<file path="config.mk">
export PLATFORM = sky130hd
export DESIGN_NAME = asim_alarm_irq
export DESIGN_NICKNAME = d
export VERILOG_FILES = /design/src/common/asim_pkg.sv /design/src/logic/asim_alarm_irq.sv
export SDC_FILE = /design/constraint.sdc
export NUM_CORES = 1
export LEC_CHECK = 0
export ABC_CLOCK_PERIOD_IN_PS = 2900
export BUFFER_PORTS_ARGS = -buffer_cell sky130_fd_sc_hd__buf_2
export CAP_MARGIN = 10
export CELL_PAD_IN_SITES_DETAIL_PLACEMENT = 0
export CELL_PAD_IN_SITES_GLOBAL_PLACEMENT = 1
export CORE_MARGIN = 2
export CORE_UTILIZATION = 33
export DETAILED_ROUTE_END_ITERATION = 7
export PLACE_DENSITY_LB_ADDON = 0.1
export SLEW_MARGIN = 20
export SYNTH_ARGS = -nofsm -noshare
export SYNTH_HDL_FRONTEND = slang
export SYNTH_SLANG_ARGS = --single-unit
</file>
<file path="constraint.sdc">
create_clock -name clk_i -period 2.9 [get_ports clk_i]
set_input_delay 0.29 -clock clk_i [delete_from_list [all_inputs] [get_ports clk_i]]
set_output_delay 0.29 -clock clk_i [all_outputs]
set_load 0.005 [all_outputs]
</file>
<file path="src/common/asim_pkg.sv">
package asim_pkg;

    // Register indices; byte address is four times the index
    localparam logic [7:0] ASIM_IDX_ALARM = 8'h00;
    localparam logic [7:0] ASIM_IDX_MASK = 8'h01;
    localparam logic [7:0] ASIM_IDX_ISTAT = 8'h02;
    localparam logic [11:0] ASIM_ADDR_ALARM = 12'h000;
    localparam logic [11:0] ASIM_ADDR_MASK = 12'h004;
    localparam logic [11:0] ASIM_ADDR_ISTAT = 12'h008;
    localparam logic [11:0] ASIM_ADDR_IEN = 12'h00c;

    // Field positions
    localparam int ASIM_BIT_OVERCUR = 7;
    localparam int ASIM_BIT_OVERTEMP = 6;
    localparam int ASIM_BIT_ADC = 5;
    localparam int ASIM_BIT_OUT4 = 4;
    localparam int ASIM_BIT_OUT1 = 1;
    localparam int ASIM_BIT_GLOBAL = 0;
    localparam int ASIM_BIT_WDOG = 0;

    // Reset values
    localparam logic [7:0] ASIM_RST_ALARM = 8'h00;
    localparam logic [7:0] ASIM_RST_MASK = 8'h00;
    localparam logic [7:0] ASIM_RST_ISTAT = 8'h00;
    // Global enable comes up on, so after reset the mask alone gates interrupts
    localparam logic ASIM_RST_IEN = 1'b1;
    localparam logic [7:0] ASIM_MASK_WMASK = 8'hfe;

    typedef struct packed {
        logic overcur;
        logic overtemp;
        logic [3:0] out_fault;
        logic power_in_spec_pin;
        logic wdog_timeout;
    } asim_src_s;

    typedef struct packed {
        logic [11:0] paddr;
        logic psel;
        logic penable;
        logic pwrite;
        logic [31:0] pwdata;
    } asim_apb_req_s;

    typedef struct packed {
        logic [31:0] prdata;
        logic pready;
        logic pslverr;
    } asim_apb_rsp_s;

endpackage

</file>
<file path="src/logic/asim_alarm_irq.sv">
`timescale 1ns/100ps

module asim_alarm_irq #(
    parameter int ADC_W = 8,
    parameter int CUR_W = 5
) (
    input wire logic clk_i,
    input wire logic resetn_i,
    input wire asim_pkg::asim_apb_req_s apb_req_i,
    output asim_pkg::asim_apb_rsp_s apb_rsp_o,
    input wire asim_pkg::asim_src_s src_i,
    input wire logic [ADC_W-1:0] adc_value_i,
    input wire logic [ADC_W-1:0] adc_threshold_i,
    input wire logic [CUR_W-1:0] pd_current_i,
    input wire logic [CUR_W-1:0] overcur_threshold_i,
    output logic irq_o
);
    import asim_pkg::*;

    logic [7:0] alarm;
    logic [7:0] mask;
    logic [7:0] istat;
    logic ien;
    logic irq;
    asim_apb_rsp_s rsp;
    logic [7:0] next_alarm;
    logic [7:0] next_mask;
    logic [7:0] next_istat;
    logic next_ien;
    logic next_irq;
    asim_apb_rsp_s next_rsp;
    logic setup;
    logic wr_acc;
    logic rd_istat;

    // Answer in the first access cycle; pready is a flop so it rises one edge after setup
    assign setup = apb_req_i.psel && !apb_req_i.penable;
    assign wr_acc = apb_req_i.psel && apb_req_i.penable && rsp.pready && apb_req_i.pwrite;
    assign rd_istat = apb_req_i.psel && apb_req_i.penable && rsp.pready
        && !apb_req_i.pwrite && apb_req_i.paddr == ASIM_ADDR_ISTAT;

    always_comb
    begin
        next_alarm = '0;
        next_alarm[ASIM_BIT_OVERCUR] = pd_current_i > overcur_threshold_i;
        next_alarm[ASIM_BIT_OVERTEMP] = src_i.overtemp;
        next_alarm[ASIM_BIT_ADC] = adc_value_i > adc_threshold_i;
        next_alarm[ASIM_BIT_OUT4:ASIM_BIT_OUT1] = src_i.out_fault;
        // global fault follows the pin, which already excludes disabled outputs
        next_alarm[ASIM_BIT_GLOBAL] = !src_i.power_in_spec_pin;
        // Overcurrent source input kept for a comparator-free build; either asserts
        next_alarm[ASIM_BIT_OVERCUR] = next_alarm[ASIM_BIT_OVERCUR] | src_i.overcur;
    end

    always_comb
    begin
        next_mask = mask;
        next_ien = ien;
        // writes to the alarm register fall through untouched
        if (wr_acc && apb_req_i.paddr == ASIM_ADDR_MASK)
        begin
            next_mask = apb_req_i.pwdata[7:0] & ASIM_MASK_WMASK;
        end
        else if (wr_acc && apb_req_i.paddr == ASIM_ADDR_IEN)
        begin
            next_ien = apb_req_i.pwdata[0];
        end
    end

    always_comb
    begin
        next_istat = istat;
        // Clear on read; new events in the same cycle still land
        if (rd_istat)
        begin
            next_istat = '0;
        end
        // sticky latch of the source conditions
        next_istat[7:1] = next_istat[7:1] | alarm[7:1];
        next_istat[ASIM_BIT_WDOG] = next_istat[ASIM_BIT_WDOG] | src_i.wdog_timeout;
    end

    always_comb
    begin
        next_irq = next_ien && |(next_istat[7:1] & next_mask[7:1]);
    end

    always_comb
    begin
        next_rsp = '0;
        next_rsp.pready = setup;
        if (setup && !apb_req_i.pwrite)
        begin
            if (apb_req_i.paddr == ASIM_ADDR_ALARM)
            begin
                next_rsp.prdata = {24'h000000, alarm};
            end
            else if (apb_req_i.paddr == ASIM_ADDR_MASK)
            begin
                next_rsp.prdata = {24'h000000, mask};
            end
            else if (apb_req_i.paddr == ASIM_ADDR_ISTAT)
            begin
                // events landing now are shown, as the access-edge clear drops them
                next_rsp.prdata = {24'h000000, next_istat};
            end
            else if (apb_req_i.paddr == ASIM_ADDR_IEN)
            begin
                next_rsp.prdata = {31'h00000000, ien};
            end
            else
            begin
                next_rsp.pslverr = setup;
            end
        end
        else if (setup && apb_req_i.paddr != ASIM_ADDR_ALARM
            && apb_req_i.paddr != ASIM_ADDR_MASK && apb_req_i.paddr != ASIM_ADDR_ISTAT
            && apb_req_i.paddr != ASIM_ADDR_IEN)
        begin
            next_rsp.pslverr = 1'b1;
        end
    end

    always_ff @(posedge clk_i or negedge resetn_i)
    begin
        if (!resetn_i)
        begin
            alarm <= ASIM_RST_ALARM;
        end
        else
        begin
            alarm <= next_alarm;
        end
    end

    always_ff @(posedge clk_i or negedge resetn_i)
    begin
        if (!resetn_i)
        begin
            mask <= ASIM_RST_MASK;
            ien <= ASIM_RST_IEN;
        end
        else
        begin
            mask <= next_mask;
            ien <= next_ien;
        end
    end

    always_ff @(posedge clk_i or negedge resetn_i)
    begin
        if (!resetn_i)
        begin
            istat <= ASIM_RST_ISTAT;
        end
        else
        begin
            istat <= next_istat;
        end
    end

    always_ff @(posedge clk_i or negedge resetn_i)
    begin
        if (!resetn_i)
        begin
            irq <= 1'b0;
        end
        else
        begin
            irq <= next_irq;
        end
    end

    always_ff @(posedge clk_i or negedge resetn_i)
    begin
        if (!resetn_i)
        begin
            rsp <= '0;
        end
        else
        begin
            rsp <= next_rsp;
        end
    end

    assign apb_rsp_o = rsp;
    assign irq_o = irq;
endmodule // asim_alarm_irq

</file>
==> Yosys cells after proc, flatten, opt, wreduce, memory -nomap -nowiden <==
Cells that the tools add are included.
{ "classes": {"magnitude_cmp": 2, "n_eq_ne": 6, "muxes": 15, "bitwise_logic": 4, "reduce_logical": 20} }
{ "op_table": {"columns": ["op", "n"], "rows": [
  ["$mux 32", 2],
  ["$mux 8", 4],
  ["$eq 12x4->1 const B", 2],
  ["$ne 12x4->1 const B", 2],
  ["$logic_and 1x1->1", 14],
  ["$eq 12x3->1 const B", 1],
  ["$logic_not 12->1", 1],
  ["$ne 12x3->1 const B", 1],
  ["$reduce_bool 12->1", 1],
  ["$mux 1", 9],
  ["$gt 8x8->1", 1],
  ["$and 7x7->7", 1],
  ["$or 7x7->7", 1],
  ["$reduce_or 7->1", 1],
  ["$gt 5x5->1", 1],
  ["$logic_not 1->1", 3],
  ["$or 1x1->1", 2]
]} }
{ "word_totals": {"regBits": 59, "out_inout_bits": 35, "word_cells": 55} }

==> Longest topological paths before layout <==
Gate-level depths: netlist of run 1.
{ "logic_depth": {"ltp_word": 10, "depth_mapped": 8, "mapped_depth_nobuf": 8} }

==> Least setup slack after synthesis of run 1 <==
OpenSTA, ideal clock, no wires.
{ "synth_path": {"path_type": "in2reg", "startpoint": "input apb_req_i[44] in the netlist's numbering", "endpoint": "register irq (netlist: irq_o)", "setup_time_ns": 0.136, "arrival_time_ns": 1.940, "t_required_ns": 2.764, "slack_ns": 0.824, "stages": 7, "cell_sequence": "nor4_4 -> nand4_1 -> or4b_1 -> clkbuf_2 -> a21o_1 -> a222oi_1 -> a31oi_1"} }
{ "synth_via": {"elab_chain_len": 7, "word_cells_on_any_way": 14} }
{ "synth_rtl": {"columns": ["element", "line_no", "source"], "rows": [
  ["from (decl)", "asim_alarm_irq.sv:9", "input wire asim_pkg::asim_apb_req_s apb_req_i,"],
  ["$eq 12x4->1", "asim_alarm_irq.sv:40", "&& !apb_req_i.pwrite && apb_req_i.paddr == ASIM_ADDR_ISTAT;"],
  ["$logic_and 1x1->1", "asim_alarm_irq.sv:40", null],
  ["$mux 8", "asim_alarm_irq.sv:74", "if (rd_istat)"],
  ["$or 7x7->7", "asim_alarm_irq.sv:79", "next_istat[7:1] = next_istat[7:1] | alarm[7:1];"],
  ["via next_istat[5]", "asim_alarm_irq.sv:28", "logic [7:0] next_istat;"],
  ["$and 7x7->7", "asim_alarm_irq.sv:85", "next_irq = next_ien && |(next_istat[7:1] & next_mask[7:1]);"],
  ["$reduce_or 7->1", "asim_alarm_irq.sv:85", null],
  ["$logic_and 1x1->1", "asim_alarm_irq.sv:85", null],
  ["via next_irq", "asim_alarm_irq.sv:30", "logic next_irq;"],
  ["to (signal assigned)", "asim_alarm_irq.sv:170", "irq <= next_irq;"],
  ["to (decl)", "asim_alarm_irq.sv:24", "logic irq;"]
]} }
The timed path passes the listed nets, and every way through them passes these cells.

==> Final worst setup path of run 1 <==
{ "layout_path": {"startpoint": "register rsp, in the netlist apb_rsp_o[1]", "endpoint": "register irq (netlist: irq_o)"} }
{ "layout_via": {"elab_chain_len": 8, "word_cells_on_any_way": 14} }
{ "layout_rtl": {"columns": ["element", "line_no", "source"], "rows": [
  ["from (decl)", "asim_alarm_irq.sv:25", "asim_apb_rsp_s rsp;"],
  ["from (signal assigned)", "asim_alarm_irq.sv:182", "rsp <= next_rsp;"],
  ["$logic_and 1x1->1", "asim_alarm_irq.sv:39", "assign rd_istat = apb_req_i.psel && apb_req_i.penable && rsp.pready"],
  ["$logic_and 1x1->1 (2 in series)", "asim_alarm_irq.sv:40", null],
  ["$mux 8", "asim_alarm_irq.sv:74", null],
  ["$or 7x7->7", "asim_alarm_irq.sv:79", null],
  ["via next_istat[5]", "asim_alarm_irq.sv:28", null],
  ["$and 7x7->7", "asim_alarm_irq.sv:85", null],
  ["$reduce_or 7->1", "asim_alarm_irq.sv:85", null],
  ["$logic_and 1x1->1", "asim_alarm_irq.sv:85", null],
  ["via next_irq", "asim_alarm_irq.sv:30", null]
]} }
The timed path passes the listed nets, and every way through them passes these cells.

==> results.cfg, run 1 <==
[cells_and_area]
fill_cells = 555
final_nets = 344
syn_to_final_growth_pct = 22.82
multi_input_area_um2 = 823.3
drive_above_1_share_pct = 36.14
ff_latch_area_um2 = 877.1
n_antenna_cell = 0
fin_util_pct = 41.83

[timing]
max_slew_margin_pct = 47.39
max_freq_mhz = 442.9
setup_viol = 0
finalClockSkew_ps = 2.248
post-route-period-util_pct = 77.86
rsz0062_at_grt = no
hold_viol = 0
period_needed_ps = 2258
finalSetupTns_ps = 0
maxSlewViolCount = 0
worstMarginPinSlew_ps = 789.1

[clock_tree]
clock_latency_ps = 280
post_cts_buffers = 0
htreeDepth = 2
cts_hold_buf = 0
numCtsBuffers = 5
post_cts_resized = 0
cts_sinks = 35
clk_pin_slew_ps = 70
clockBufferDepth = 2
cts_tree = built
root_buffer = clkbuf_8

[yosys]
synth_area_mm2 = 0.001876
synth.top_cell.area_share_pct = 45.36
synth_area_per_cell_um2 = 10.72
synth_edf_count = 0
yosysSeqAreaShare_pct = 46.76
synth_most_common_cell = dfrtp_1
synth_cell_types = 29
syn_inst = 175
yosysWarnings = 0
synth_top_cell_by_area = dfrtp_1
ys_ff_latch = 35
ys.flop_type = dfrtp_1
async_flop_share_pct = 100.0
synth_area_leaders = dfrtp_1 (45%), buf_4 (9.6%), ha_1 (8.7%)
synth_common_cells = dfrtp_1 (34), buf_4 (24), inv_1 (16)

[worst_setup_path]
cp.arrival_ps = 2420
path_cells = and3_1 -> nand4_1 -> or4b_1 -> a21o_1 -> a222oi_1 -> a31oi_1
reg2reg_from = apb_rsp_o[1]
worstPathRequired_ps = 3060
rrSetupSlack_ps = 640
reg2reg_depth = 6
worst-path-max-fanout = 11
critPathCaptureType = flop
critPathTopFamily = simple AND/OR/NAND/NOR gates
crit_type = reg -> reg
crit_path_max_incr_delay_ps = 720
startpoint_type = flop
critical_path.slowest_cell = or4b_1
crit_buf_inv = 0
r2r_end = irq_o

[global_routing]
overflow = 0
grt_pass1_wl_mm = 6.189
grt_antenna_before_repair = 0
grt_max_degree = 36
grt_pass1_vias = 1362
track_usage_pct = 13.00

[pwr]
pwr-share-seq_pct = 51.7
swShare_pct = 25.01
leakage_nw = 1.216
p_switching_uw = 242.4
combPwrFrac_pct = 13.2
total_power_uw = 969.2
cellInternalPower_uw = 726.8
p_clk_share_pct = 35.1
p_per_area_mw_per_mm2 = 420.8
peakVddDrop_mv = 0.1548

[detailed_routing]
vias_per_cell = 4.374
routed_wl_mm = 3.841
drc = 0
drt_pre_antenna_iters = 4
wire_per_inst_um = 11.97
drt_iter0_markers = 30
num_vias = 1404
drtAntennaViolNets = 0

[placement]
place_hpwl_mm = 2.975
port_buffers = 69
gp_congestion = 0.6853

[floorplan]
die_h_um = 79.39
rows = 27
floorplan.io_pins = 118
die_w_um = 79.39
dieArea_mm2 = 0.006303
start_util_pct = 34.06
design.core.area_mm2 = 0.005507

[hold_path]
holdCritPathClass = in -> async

[run_status]
status = completed

[run]
drv_cap = 0
## area by class of cell
cell class,instances,share of cell area (%)
clock inverter,2,0.5432
sequential,35,38.08
clock buffer,6,3.150
multi-input combinational,118,35.74
inverter,16,2.607
tap,72,3.911
timing repair buffer,72,15.97
## flip-flops by register name (all words and copies together) (netlist names)
register and flops:
apb_rsp_o 10, alarm 8, ien 1, istat 8, irq_o 1, mask 7
## cells in the final DEF (no fill, tap or decap), types with 3 or more instances in the layout
cell | Yosys | routed
nor2_1 | 13 | 13
nor2b_1 | 3 | 3
nand4_1 | 4 | 4
dfrtp_1 | 34 | 34
buf_4 | 24 | 3
conb_1 | 1 | 24
nand2_1 | 3 | 3
a21o_1 | 10 | 10
a31oi_1 | 9 | 9
a21oi_1 | 4 | 4
ha_1 | 13 | 13
nand2b_1 | 4 | 4
o21ai_0 | 3 | 3
inv_1 | 16 | 16
buf_2 | 1 | 69
mux2_2 | 8 | 8
clkbuf_8 | 0 | 5
a2bb2oi_1 | 7 | 7
## per-stage QoR
| stage | hold slack, ps | instance area, um2 | cells | worst slack, ps |
|---|---|---|---|---|
| global route | 89.57 | 2303 | 321 | 518.1 |
| finish | 85.62 | 2303 | 321 | 642.2 |
| CTS | 91.57 | 2303 | 321 | 611.1 |
| floorplan | -5.591 | 1962 | 198 | 824.3 |
| detailed placement | 400.0 | 2218 | 313 | 310.3 |
| global placement | 398.5 | 2218 | 313 | 316.3 |
## logic make-up (layout without fill, tap and decap cells)
| family | Yosys count | in the layout | share of synthesized area, % |
|---|---|---|---|
| DFF | 35 | 35 | 46.76 |
| buffers and inverters | 45 | 96 | 13.94 |
| muxes | 8 | 8 | 4.803 |
| and+or+nand+nor | 33 | 33 | 10.54 |
| other | 1 | 24 | 0.1999 |
| AOI/OAI and AO/OA | 40 | 40 | 15.08 |
| adders and majority gates | 13 | 13 | 8.673 |
## power by group through the flow
stage	logic, mW	clock network, mW	registers, mW
finish	0.128	0.340	0.501
floorplan	0.0864	0	0.510
global placement	0.129	0	0.511
detailed placement	0.129	0	0.510
global route	0.149	0.381	0.502
CTS	0.130	0.358	0.501
## how the worst max path moves through the flow
stage / startpoint / end / slack [ps] / cells after the start
3_5_place_dp: apb_req_i[36] / irq_o / 310 / 7
4_1_cts: apb_rsp_o[1] / irq_o / 610 / 6
3_3_place_gp: apb_req_i[36] / irq_o / 320 / 7
6_report: apb_rsp_o[1] / irq_o / 640 / 6
2_1_floorplan: apb_req_i[44] / irq_o / 820 / 7
5_1_grt: apb_req_i[36] / irq_o / 520 / 7
## metal layers
layer,track usage [%],part of all wire [%],up-vias
met5,0,0,-
met4,5.172,1.8,0
met3,4.412,7.8,6
met2,22.20,50,59
met1,14.97,41,632
li1,-,-,707
(Power assumes the default switching activity.)
==> run 2, diff against run 1 <==
--- a/config.mk
+++ b/config.mk
@@ -5,13 +5,13 @@
 export SDC_FILE = /design/constraint.sdc
 export NUM_CORES = 1
 export LEC_CHECK = 0
-export ABC_CLOCK_PERIOD_IN_PS = 2900
+export ABC_CLOCK_PERIOD_IN_PS = 2150
 export BUFFER_PORTS_ARGS = -buffer_cell sky130_fd_sc_hd__buf_2
 export CAP_MARGIN = 10
 export CELL_PAD_IN_SITES_DETAIL_PLACEMENT = 0
 export CELL_PAD_IN_SITES_GLOBAL_PLACEMENT = 1
 export CORE_MARGIN = 2
-export CORE_UTILIZATION = 33
+export CORE_UTILIZATION = 30
 export DETAILED_ROUTE_END_ITERATION = 7
 export PLACE_DENSITY_LB_ADDON = 0.1
 export SLEW_MARGIN = 20
==> constraint.sdc (replaced) <==
create_clock -name clk_i -period 2.15 [get_ports clk_i]
set_input_delay 0.215 -clock clk_i [delete_from_list [all_inputs] [get_ports clk_i]]
set_output_delay 0.215 -clock clk_i [all_outputs]
set_load 0.005 [all_outputs]
==> results.cfg, run 2 (same netlist as run 1, synthesis figures left out) <==
[run]
drv_cap = 0

[placement]
port_buffers = 69
gp_congestion = 0.7095
place_hpwl_mm = 3.052
dpl_cell_area_mm2 = 0.002282

[pwr]
leakage_nw = 1.266
total_power_mw = 1.383
peakVddDrop_mv = 0.2552
p_per_area_mw_per_mm2 = 576.1

[detailed_routing]
drt_iter0_markers = 51
drtAntennaViolNets = 0
vias_per_cell = 4.367
drt_pre_antenna_iters = 4
routed_wl_mm = 3.905
wire_per_inst_um = 11.76
num_vias = 1450
drc = 0

[cells_and_area]
final_cell_mix = buf_2 (69), dfrtp_1 (34), conb_1 (24)
multi_input_area_um2 = 834.6
largest_reg_flops = 10
drive_above_1_share_pct = 39.30
ff_latch_area_um2 = 877.1
final_common_cell = buf_2
syn_to_final_growth_pct = 28.02
n_antenna_cell = 0
final_area_mm2 = 0.002401
final_nets = 352
fill_cells = 627

[global_routing]
grt_max_degree = 36
grt_pass1_vias = 1479
grt_antenna_before_repair = 0
track_usage_pct = 12.03
grt_pass1_wl_mm = 6.720
overflow = 0

[timing]
max_slew_margin_pct = 47.52
post-route-period-util_pct = 93.82
hold_viol = 0
worstMarginPinSlew_ps = 787.1
finalClockSkew_ps = 6.677
max_freq_mhz = 495.7
maxSlewViolCount = 0
setup_viol = 0
period_needed_ps = 2017
rsz0062_at_grt = yes

[hold_path]
holdCritPathClass = in -> async

[clock_tree]
clock_latency_ps = 280
cts_hold_buf = 0
numCtsBuffers = 5
clk_pin_slew_ps = 70
clockBufferDepth = 2
cts_tree = built
htreeDepth = 2
cts_sinks = 35
root_buffer = clkbuf_8

[floorplan]
start_util_pct = 31.31
design.core.area_mm2 = 0.005991
die_w_um = 83.07
floorplan.io_pins = 118
rows = 28
die_h_um = 83.07
dieArea_mm2 = 0.006901

[worst_setup_path]
critPathCaptureType = flop
worst-path-max-fanout = 7
startpoint_type = flop
cp.arrival_ps = 2170
crit_type = reg -> reg
worstPathRequired_ps = 2310

[run_status]
status = completed
run 2: worst max-delay path, stage by stage, from the launching register on:
cell,delay (ps)
dfrtp_1,340
and3_1,140
nand4_1,130
or4b_4,570
a21o_1,220
a222oi_1,370
a31oi_1,130
run 2: layout make-up:
cell class,instances,share of cell area (%)
inverter,16,2.501
tap,75,3.908
sequential,35,36.53
timing repair buffer,80,17.98
clock buffer,7,4.013
multi-input combinational,118,34.76
clock inverter,1,0.3127
run 2: per-stage QoR:
stage	utilization (%)	setup WS [ps]	hold WS, ps	instances	setup TNS, ps
floorplan	-	149.3	-80.59	198	0
global placement	38.10	-240.7	323.3	324	-608.8
detailed placement	38.10	-240.0	324.3	324	-644.5
CTS	39.89	65.15	19.46	332	0
global route	40.08	-8.900	24.96	332	-8.900
finish	40.08	132.8	10.26	332	0
run 2: layer usage:
layer	global-route usage [%]	up-vias	routed length (um)
li1	-	724	-
met1	15.01	662	1807
met2	19.57	60	1779
met3	3.678	4	276
met4	4.471	0	42
met5	0	-	0
run 2: power by group:
| group | internal, mW | leakage (nW) | switching (mW) | total [mW] |
|---|---|---|---|---|
| combinational | 0.0887 | 0.794 | 0.0897 | 0.178 |
| clock | 0.291 | 0.0505 | 0.237 | 0.529 |
| sequential | 0.670 | 0.422 | 0.00612 | 0.676 |
| total | 1.05 | 1.27 | 0.333 | 1.38 |
run 2: worst paths after layout:
kind / start / to / slack, ps / depth (start not counted)
worst max register to register: apb_rsp_o[1] / irq_o / 130 / 6
worst max-delay path: apb_rsp_o[1] / irq_o / 130 / 6
worst min-delay path: resetn_i / alarm[0] / 10 / 1
min in group clk_i: src_i[5] / alarm[4] / 30 / 1
worst min register to register: istat[0] / istat[0] / 480 / 1
max in group asynchronous: resetn_i / apb_rsp_o[8] / 1640 / 1
run 2: what timing repair did:
action                                  CTS  global route
gates resized for setup                   1             3
hold endpoints to repair                  0             0
pin swaps                                 0             2
buffers inserted                          0             0
endpoints found under the setup margin    1             1
==> run 3, diff against run 2 <==
--- a/config.mk
+++ b/config.mk
@@ -11,7 +11,8 @@
 export CELL_PAD_IN_SITES_DETAIL_PLACEMENT = 0
 export CELL_PAD_IN_SITES_GLOBAL_PLACEMENT = 1
 export CORE_MARGIN = 2
-export CORE_UTILIZATION = 30
+export CORE_UTILIZATION = 32
+export CTS_BUF_LIST = sky130_fd_sc_hd__clkbuf_4
 export DETAILED_ROUTE_END_ITERATION = 7
 export PLACE_DENSITY_LB_ADDON = 0.1
 export SLEW_MARGIN = 20
==> results.cfg, run 3 (same netlist as run 1, synthesis figures left out) <==
[pwr]
total_power_mw = 1.453
leakage_nw = 1.296
p_per_area_mw_per_mm2 = 590.3
peakVddDrop_mv = 0.2030

[detailed_routing]
drt_iter0_markers = 49
drc = 0
drt_pre_antenna_iters = 4
drtAntennaViolNets = 0
vias_per_cell = 4.397
num_vias = 1473
routed_wl_mm = 3.717
wire_per_inst_um = 11.10

[cells_and_area]
drive_above_1_share_pct = 38.02
final_cell_mix = buf_2 (69), dfrtp_1 (34), conb_1 (24)
syn_to_final_growth_pct = 31.22
final_area_mm2 = 0.002461
fill_cells = 568
largest_reg_flops = 10
final_nets = 358
n_antenna_cell = 0
final_common_cell = buf_2

[global_routing]
gr-usage-met3_pct = 3.820
gr-max-usage-layer = met2
track_usage_pct = 12.05
grt_max_degree = 36
grt_pass1_wl_mm = 5.968
overflow = 0
grt_antenna_before_repair = 0
grt_pass1_vias = 1365
use_met2_pct = 20.92
grtUsageMet1_pct = 13.98

[run]
drv_cap = 0

[hold_path]
holdCritPathClass = in -> reg

[timing]
hold_viol = 0
hold-worst-slack_ps = 72.32
timing.final.ws_setup_ps = 77.61
max_freq_mhz = 482.5
max_slew_margin_pct = 49.59
setup_viol = 0
finalSetupTns_ps = 0
maxSlewViolCount = 0
finalClockSkew_ps = 7.489
worstMarginPinSlew_ps = 756.1
post-route-period-util_pct = 96.39
period_needed_ps = 2072
rsz0062_at_grt = yes

[floorplan]
die_h_um = 80.56
design.core.area_mm2 = 0.005574
start_util_pct = 33.65
rows = 27
dieArea_mm2 = 0.006489
floorplan.io_pins = 118
die_w_um = 80.56

[clock_tree]
clockBufferDepth = 2
cts_tree = built
cts_sinks = 35
htreeDepth = 2
root_buffer = clkbuf_4
numCtsBuffers = 5
clock_latency_ps = 330
clk_pin_slew_ps = 110

[worst_setup_path]
worst-path-max-fanout = 6
worstPathRequired_ps = 2360
cp.arrival_ps = 2280
critPathCaptureType = flop
startpoint_type = flop
crit_type = reg -> reg

[placement]
gp_congestion = 0.6823
port_buffers = 69
dpl_cell_area_mm2 = 0.002271
place_hpwl_mm = 2.917
pre_cts_ws_ps = -198.7

[run_status]
status = completed
-- run 3: layout make-up --
type	count	area (um2)	share of cell area, %
Timing Repair Buffer	86	494.2	20.08
Clock inverter	2	60.06	2.440
Tap cell	72	90.09	3.660
Sequential cell	35	877.1	35.64
Clock buffer	6	45.04	1.830
Inverter	16	60.06	2.440
Multi-Input combinational cell	118	834.6	33.91
-- run 3: power by group --
| part | switching (mW) | internal (mW) |
|---|---|---|
| logic | 0.0899 | 0.0957 |
| registers | 0.00580 | 0.670 |
| clock network | 0.216 | 0.376 |
| total | 0.312 | 1.14 |
-- run 3: timing repair --
| item | 4_1_cts | 5_1_grt |
|---|---|---|
| endpoints found under the setup margin | 1 | 1 |
| pin swaps | 0 | 2 |
| setup buffers | 0 | 0 |
| endpoints found under the hold margin | 40 | 0 |
| gates resized for setup | 1 | 3 |
| hold buffers | 7 | 0 |
-- run 3: through the flow --
step | instances | utilization, %
6_report | 335 | 44.15
5_1_grt | 335 | 44.15
4_1_cts | 335 | 43.95
3_5_place_dp | 320 | 40.74
3_3_place_gp | 320 | 40.74
2_1_floorplan | 198 | -
-- run 3: path summary, 6_finish.rpt --
| check | depth (start not counted) | end | slack (ps) | from |
|---|---|---|---|---|
| worst min register to register | 1 | istat[2] | 490 | alarm[2] |
| worst max-delay path | 6 | irq_o | 80 | apb_rsp_o[1] |
| worst max register to register | 6 | irq_o | 80 | apb_rsp_o[1] |
| max in group asynchronous | 2 | alarm[7] | 1180 | resetn_i |
| min in group asynchronous | 2 | apb_rsp_o[1] | 470 | resetn_i |
| worst min-delay path | 2 | alarm[7] | 70 | src_i[7] |
-- run 3: critical path: stages, from the launching register on --
cell and delay, ps:
dfrtp_1 350, and3_1 150, nand4_1 130, or4b_4 560, a21o_1 230, a222oi_1 390
a31oi_1 130
-- run 3: per-layer routing --
metal | vias up | share of wire [%] | routed length [um]
met2 | 64 | 50 | 1840
met3 | 4 | 7.9 | 294
li1 | 735 | - | -
met1 | 670 | 41 | 1537
met5 | - | 0 | 0
met4 | 0 | 1.2 | 44
